===== config.mk =====
export PLATFORM = sky130hd
export DESIGN_NAME = cca_assist
export DESIGN_NICKNAME = d
export VERILOG_FILES = /design/src/cca_pkg.sv /design/src/cca_assist.sv
export SDC_FILE = /design/constraint.sdc
export NUM_CORES = 1
export LEC_CHECK = 0
export BUFFER_PORTS_ARGS = -buffer_cell sky130_fd_sc_hd__buf_4
export CAP_MARGIN = 10
export CORE_UTILIZATION = 35
export DETAILED_ROUTE_END_ITERATION = 8
export PLACE_DENSITY_LB_ADDON = 0.1
export SYNTH_ARGS = -nofsm -noshare
export SYNTH_HDL_FRONTEND = slang
export SYNTH_SLANG_ARGS = --single-unit

===== constraint.sdc =====
create_clock -name SYS_CLK -period 4.3 [get_ports SYS_CLK]
set_clock_uncertainty 0.15 [all_clocks]
set_input_delay 0.86 -clock SYS_CLK [delete_from_list [all_inputs] [get_ports SYS_CLK]]
set_output_delay 0.86 -clock SYS_CLK [all_outputs]
set_load 0.02 [all_outputs]

===== src/cca_pkg.sv =====
// Constants and types shared by the communication check-character assist
package cca_pkg;

   // ----------------------------------------------------------------------
   // Register byte offsets
   // ----------------------------------------------------------------------
   localparam logic [7:0] CCA_OFF_DATA   = 8'h00;
   localparam logic [7:0] CCA_OFF_RESID  = 8'h04;
   localparam logic [7:0] CCA_OFF_CTRL   = 8'h08;
   localparam logic [7:0] CCA_OFF_STATUS = 8'h0C;

   // ----------------------------------------------------------------------
   // Field positions
   // ----------------------------------------------------------------------
   localparam int CCA_CTRL_CLR_BIT  = 0;
   localparam int CCA_PAGE_FMT_BIT  = 0;
   localparam int CCA_STAT_FMT_LSB  = 8;

   // ----------------------------------------------------------------------
   // Format codes, table polynomials, reset values
   // ----------------------------------------------------------------------
   localparam logic [7:0]  CCA_FMT_BSC   = 8'h00;
   localparam logic [7:0]  CCA_FMT_SDLC  = 8'h01;
   localparam logic [7:0]  CCA_FMT_LRC   = 8'h02;
   localparam logic [15:0] CCA_POLY_BSC  = 16'hA001;
   localparam logic [15:0] CCA_POLY_SDLC = 16'h8408;
   localparam logic [7:0]  CCA_FMT_RST   = 8'h00;
   localparam logic [15:0] CCA_RESID_RST = 16'h0000;
   localparam logic [7:0]  CCA_CHAR_RST  = 8'h00;
   localparam logic [31:0] CCA_DATA_RST  = 32'h0000_0000;
   localparam int          CCA_TBL_BITS  = 8;

   // ----------------------------------------------------------------------
   // Steering states
   // ----------------------------------------------------------------------
   typedef enum logic [1:0]
   {
      CCA_ST_FMT,
      CCA_ST_RES,
      CCA_ST_CHAR
   } cca_steer_t;

endpackage


===== src/cca_assist.sv =====
// Communication check-character assist: LRC / CRC-16 / SDLC residuals on APB
`timescale 1ns/1ps

module cca_assist
   import cca_pkg::*;
(
   // Clock, reset, enable
   input  wire logic        SYS_CLK,
   input  wire logic        RESET_N,
   input  wire logic        CLK_EN,
   // APB slave
   input  wire logic        PSEL,
   input  wire logic        PENABLE,
   input  wire logic        PWRITE,
   input  wire logic [7:0]  PADDR,
   input  wire logic [31:0] PWDATA,
   output logic      [31:0] PRDATA,
   output logic             PREADY,
   output logic             PSLVERR
);

   // ----------------------------------------------------------------------
   // Table entry, computed bitwise instead of a stored ROM image
   // ----------------------------------------------------------------------
   function automatic logic [15:0] cca_tbl_entry(input logic [7:0] idx,
                                                 input logic       page);
      logic [15:0] c;
      logic [15:0] p;
      c = {8'h00, idx};
      p = page ? CCA_POLY_BSC : CCA_POLY_SDLC;
      for (int i = 0; i < CCA_TBL_BITS; i++)
      begin
         c = c[0] ? ((c >> 1) ^ p) : (c >> 1);
      end
      return c;
   endfunction

   // ----------------------------------------------------------------------
   // State
   // ----------------------------------------------------------------------
   cca_steer_t  steer_q,     steer_d;
   logic [7:0]  format_select_reg_q, format_select_reg_d;
   logic [15:0] residual_check_reg_q, residual_check_reg_d;
   logic [7:0]  current_char_reg_q,  current_char_reg_d;
   logic        box_active_timer_q, box_active_timer_d;
   logic        pready_q,    pready_d;
   logic        pslverr_q,   pslverr_d;
   logic [31:0] prdata_q,    prdata_d;

   // ----------------------------------------------------------------------
   // Decode and datapath
   // ----------------------------------------------------------------------
   logic        access;
   logic        hit_data;
   logic        hit_resid;
   logic        hit_ctrl;
   logic        hit_stat;
   logic        mapped;
   logic        assist_control_strobe;
   logic        sequence_clear_enable;
   logic        host_ack_strobe;
   logic        table_page_select;
   logic        lrc_mode;
   logic [7:0]  xor_byte;
   logic [15:0] table_word;
   logic [15:0] new_resid;
   logic [7:0]  assist_low_byte_lines;
   logic [31:0] resid_word;

   // Busy cycles stretch the access, so no second write can slip in
   assign access    = PSEL && PENABLE && !pready_q && !box_active_timer_q;
   assign hit_data  = (PADDR == CCA_OFF_DATA);
   assign hit_resid = (PADDR == CCA_OFF_RESID);
   assign hit_ctrl  = (PADDR == CCA_OFF_CTRL);
   assign hit_stat  = (PADDR == CCA_OFF_STATUS);
   assign mapped    = hit_data || hit_resid || hit_ctrl || hit_stat;

   assign assist_control_strobe = access && PWRITE && hit_data;
   assign sequence_clear_enable = access && PWRITE && hit_ctrl
                                  && PWDATA[CCA_CTRL_CLR_BIT];
   assign host_ack_strobe       = access && !PWRITE
                                  && (hit_data || hit_resid);

   assign lrc_mode          = (format_select_reg_q == CCA_FMT_LRC);
   assign table_page_select = !format_select_reg_q[CCA_PAGE_FMT_BIT];
   assign xor_byte   = PWDATA[7:0] ^ residual_check_reg_q[7:0];
   assign table_word = cca_tbl_entry(xor_byte, table_page_select);

   always_comb
   begin
      if (lrc_mode)
      begin
         new_resid = {residual_check_reg_q[15:8], xor_byte};
      end
      else
      begin
         new_resid = {table_word[15:8],
                      table_word[7:0] ^ residual_check_reg_q[15:8]};
      end
   end

   // Both bytes go straight to the bus, the low byte via assist_low_byte_lines with no mux
   assign assist_low_byte_lines = residual_check_reg_q[7:0];
   assign resid_word = {16'h0000, residual_check_reg_q[15:8],
                        assist_low_byte_lines};

   // ----------------------------------------------------------------------
   // Next state
   // ----------------------------------------------------------------------
   always_comb
   begin
      steer_d              = steer_q;
      format_select_reg_d  = format_select_reg_q;
      residual_check_reg_d = residual_check_reg_q;
      current_char_reg_d   = current_char_reg_q;
      box_active_timer_d   = 1'b0;
      pready_d             = 1'b0;
      pslverr_d            = 1'b0;
      prdata_d             = prdata_q;
      if (box_active_timer_q)
      begin
         // Delayed load into the steered register
         pready_d = 1'b1;
         unique case (steer_q)
            CCA_ST_FMT:
            begin
               format_select_reg_d = PWDATA[7:0];
               steer_d             = CCA_ST_RES;
            end
            CCA_ST_RES:
            begin
               residual_check_reg_d = PWDATA[15:0];
               steer_d              = CCA_ST_CHAR;
            end
            CCA_ST_CHAR:
            begin
               current_char_reg_d   = PWDATA[7:0];
               residual_check_reg_d = new_resid;
               steer_d              = CCA_ST_CHAR;
            end
            default:
            begin
               steer_d = CCA_ST_FMT;
            end
         endcase
      end
      else if (access)
      begin
         box_active_timer_d = assist_control_strobe;
         pready_d           = !assist_control_strobe;
         pslverr_d          = !mapped;
         if (sequence_clear_enable)
         begin
            steer_d = CCA_ST_FMT;
         end
         if (host_ack_strobe)
         begin
            prdata_d = resid_word;
         end
         else if (!PWRITE && hit_stat)
         begin
            prdata_d = {16'h0000, format_select_reg_q, 6'h00,
                        steer_q};
         end
         else if (!PWRITE)
         begin
            prdata_d = CCA_DATA_RST;
         end
      end
   end

   // ----------------------------------------------------------------------
   // Registers
   // ----------------------------------------------------------------------
   always_ff @(posedge SYS_CLK or negedge RESET_N)
   begin
      if (!RESET_N)
      begin
         steer_q              <= CCA_ST_FMT;
         format_select_reg_q  <= CCA_FMT_RST;
         residual_check_reg_q <= CCA_RESID_RST;
         current_char_reg_q   <= CCA_CHAR_RST;
         box_active_timer_q   <= 1'b0;
         pready_q             <= 1'b0;
         pslverr_q            <= 1'b0;
         prdata_q             <= CCA_DATA_RST;
      end
      else if (CLK_EN)
      begin
         steer_q              <= steer_d;
         format_select_reg_q  <= format_select_reg_d;
         residual_check_reg_q <= residual_check_reg_d;
         current_char_reg_q   <= current_char_reg_d;
         box_active_timer_q   <= box_active_timer_d;
         pready_q             <= pready_d;
         pslverr_q            <= pslverr_d;
         prdata_q             <= prdata_d;
      end
   end

   assign PRDATA  = prdata_q;
   assign PREADY  = pready_q;
   assign PSLVERR = pslverr_q;
endmodule


==> flow_summary.yaml <==
run_status:
  status: "finished, final reports clean"
grt:
  grt_antenna_before_repair: 0
  grtUsageTotal: 0.190
  grt_pass1_vias: 2376
  grt_max_degree: 46
  grt_pass1_wl_mm: 12.7
  overflow: 0
floorplanning:
  core_region_area_mm2: 0.00826
  die_w_um: 94.7
  start_util: 0.365
  top_level_ports: 80
  rows: 33
  dieArea_mm2: 0.00898
  die_h_um: 94.7
logic_synthesis:
  netlist.top_cell.by_area: "dfrtp_1"
  synth.area.top_cells: "dfrtp_1, o21ai_0, nand2_1"
  yosysUniqueCellTypes: 50
  synth_top_area_share: 0.374
  ys_seq_area_frac: 0.374
  synth_edf_count: 0
  synthFlopType: "dfrtp_1"
  syn_area_per_cell_um2: 8.80
  ys_async_sr_fraction: 1.00
  synth_warnings: 0
  ys_seq_elements: 45
  syn-instance-count: 342
  netlist_area_mm2: 0.00301
route:
  drc: 0
  drt_pass1_iterations: 4
  totalWireLength_mm: 7.99
  post_drt_via_cell_ratio: 5.17
  routedWlPerCell_um: 16.1
  postRouteAntennaNets: 0
  drt_iter0_markers: 120
  dr_total_vias: 2571
run:
  drv_cap: 0
layout:
  multi_input_area_mm2: 0.00173
  final_layout_size_suffix_gt1_frac: 0.209
  area_delta_synth_final_pct: 18.9
  regArea_mm2: 0.00113
  final_common_cell: "buf_4"
  num-nets-final: 446
  n_fill_cell: 820
  antennaDiodeCount: 0
  fin_util: 0.433
  layout_common_cells: "buf_4, dfrtp_1, nand2_1"
power_and_ir_drop:
  power_w: 0.000963
  ir_drop_uv: 141
  power.density_mw_per_mm2: 269
  p_leak_nw: 1.68
placement:
  preCtsSetupSlack_ps: 632
  gp_congestion: 0.898
  place.port_buffers: 47
  dpl.hpwl_mm: 5.94
timing:
  max_slew_margin: 0.487
  hold_viol: 0
  tns_ps: 0
  period_share: 0.785
  clock.fmax_ghz: 0.296
  slew_violations: 0
  worst_pin_slew_ps: 767
  setup_violations: 0
  finalCriticalPeriod_ps: 3380
  rsz0062_at_grt: "false"
  worst_hold_slack_ps: 332
  fin_ws_ps: 925
clock_network:
  clk_pin_slew_worst_paths_ps: 90
  cts_sinks: 45
  numCtsBuffers: 5
  cts_max_level: 2
  cts-root-buf: "clkbuf_8"
  clk_latency_ps: 300
  clock_path_buffers: 2
  cts_resized: 0
  postCtsSetupBuffers: 0
  holdBufCountCts: 0
  cts_tree: "built"
critical_path:
  cp_data_required_time_ps: 4360
  cp-end-kind: "register"
  rr_endpoint: "residual_check_reg_q[3]"
  criticalPathCategory: "input pin to register"
  startpoint: "PWDATA[1]"
  r2r_cells: 15
  path_max_fanout: 6
  reg2reg_from: "residual_check_reg_q[1]"
  crit_end: "residual_check_reg_q[3]"
  worst_setup_path_start_kind: "input pin"
  cp.arrival_ps: 3430
  r2r_slack_ps: 1140
worst_hold_path:
  hp-class: "register to register"
  holdPathStages: 2
==> worst max-delay path: stages <==
cell and delay [ps]:
buf_4 130, xor2_1 140, buf_4 170, a21o_1 180
and3_4 180, nor2_1 150, nand2_1 80, xnor2_1 160
ha_1 330, inv_1 80, nand2_1 60, a21oi_1 80
a21boi_1 320, a22o_1 200, nand2_1 70, a221oi_1 220
==> sequential cells by signal (all words and copies together) (netlist names) <==
name / cells
PRDATA: 16
PREADY: 1
PSLVERR: 1
box_active_timer_q: 1
format_select_reg_q: 8
residual_check_reg_q: 16
steer_q: 2
==> Yosys cell counts, drive strengths merged (3+ instances only) <==
cell type   n
a22oi      16
xor2       10
clkbuf     11
ha          9
buf        17
mux2       10
nand2      43
nor3        5
nor4        3
a22o        8
nor2       28
and3        7
inv        11
dfrtp      45
o211ai      4
a21boi      3
xnor2      19
nand3       6
o21ai      38
nor2b       3
a21oi      21
==> where the power goes <==
part / switching (W) / internal, W / total, W / leakage, nW
Sequential: 0.00000157 / 0.000425 / 0.000426 / 0.616
Clock: 0.000155 / 0.000231 / 0.000386 / 0.0681
Combinational: 0.0000878 / 0.0000636 / 0.000151 / 0.994
Total: 0.000244 / 0.000719 / 0.000963 / 1.68
==> area by class of cell <==
cell class                      count  area share
Clock buffer                        5      0.0192
Timing Repair Buffer               55       0.115
Tap cell                          105      0.0367
Multi-Input combinational cell    273       0.484
Clock inverter                      3      0.0182
Inverter                           11      0.0115
Sequential cell                    45       0.315
==> stage by stage <==
step / cells / cell area [µm²]
finish: 497 / 3580
detailed placement: 489 / 3440
CTS: 497 / 3580
global placement: 489 / 3440
floorplan: 357 / 3070
global route: 497 / 3580
==> logic make-up after synthesis <==
family	count (synthesis)	share of synthesized area
muxes	12	0.0453
xor gates and xnor gates	29	0.0931
AOI/OAI and AO/OA	102	0.217
and+or+nand+nor	105	0.163
buffers and inverters	39	0.0690
other	1	0.00125
adders and majority gates	9	0.0374
DFF	45	0.374
==> worst min-delay path by stage <==
| stage | to | startpoint |
|---|---|---|
| after floorplan | steer_q[1] | steer_q[1] |
| after global placement | PRDATA[9] | PRDATA[9] |
| after detailed placement | PRDATA[11] | PRDATA[11] |
| after CTS | PRDATA[11] | PRDATA[11] |
| after global routing | PRDATA[13] | PRDATA[13] |
| final | PRDATA[11] | PRDATA[11] |
==> per-layer routing <==
metal	GRT usage	vias up	part of all wire	wire length [µm]
met5	0	-	0	0
met4	0.0720	0	0.021	171
met3	0.0266	13	0.035	280
met2	0.288	68	0.47	3720
met1	0.272	1212	0.48	3820
li1	-	1278	-	-
Note: power is estimated with default switching activity, not from simulation.
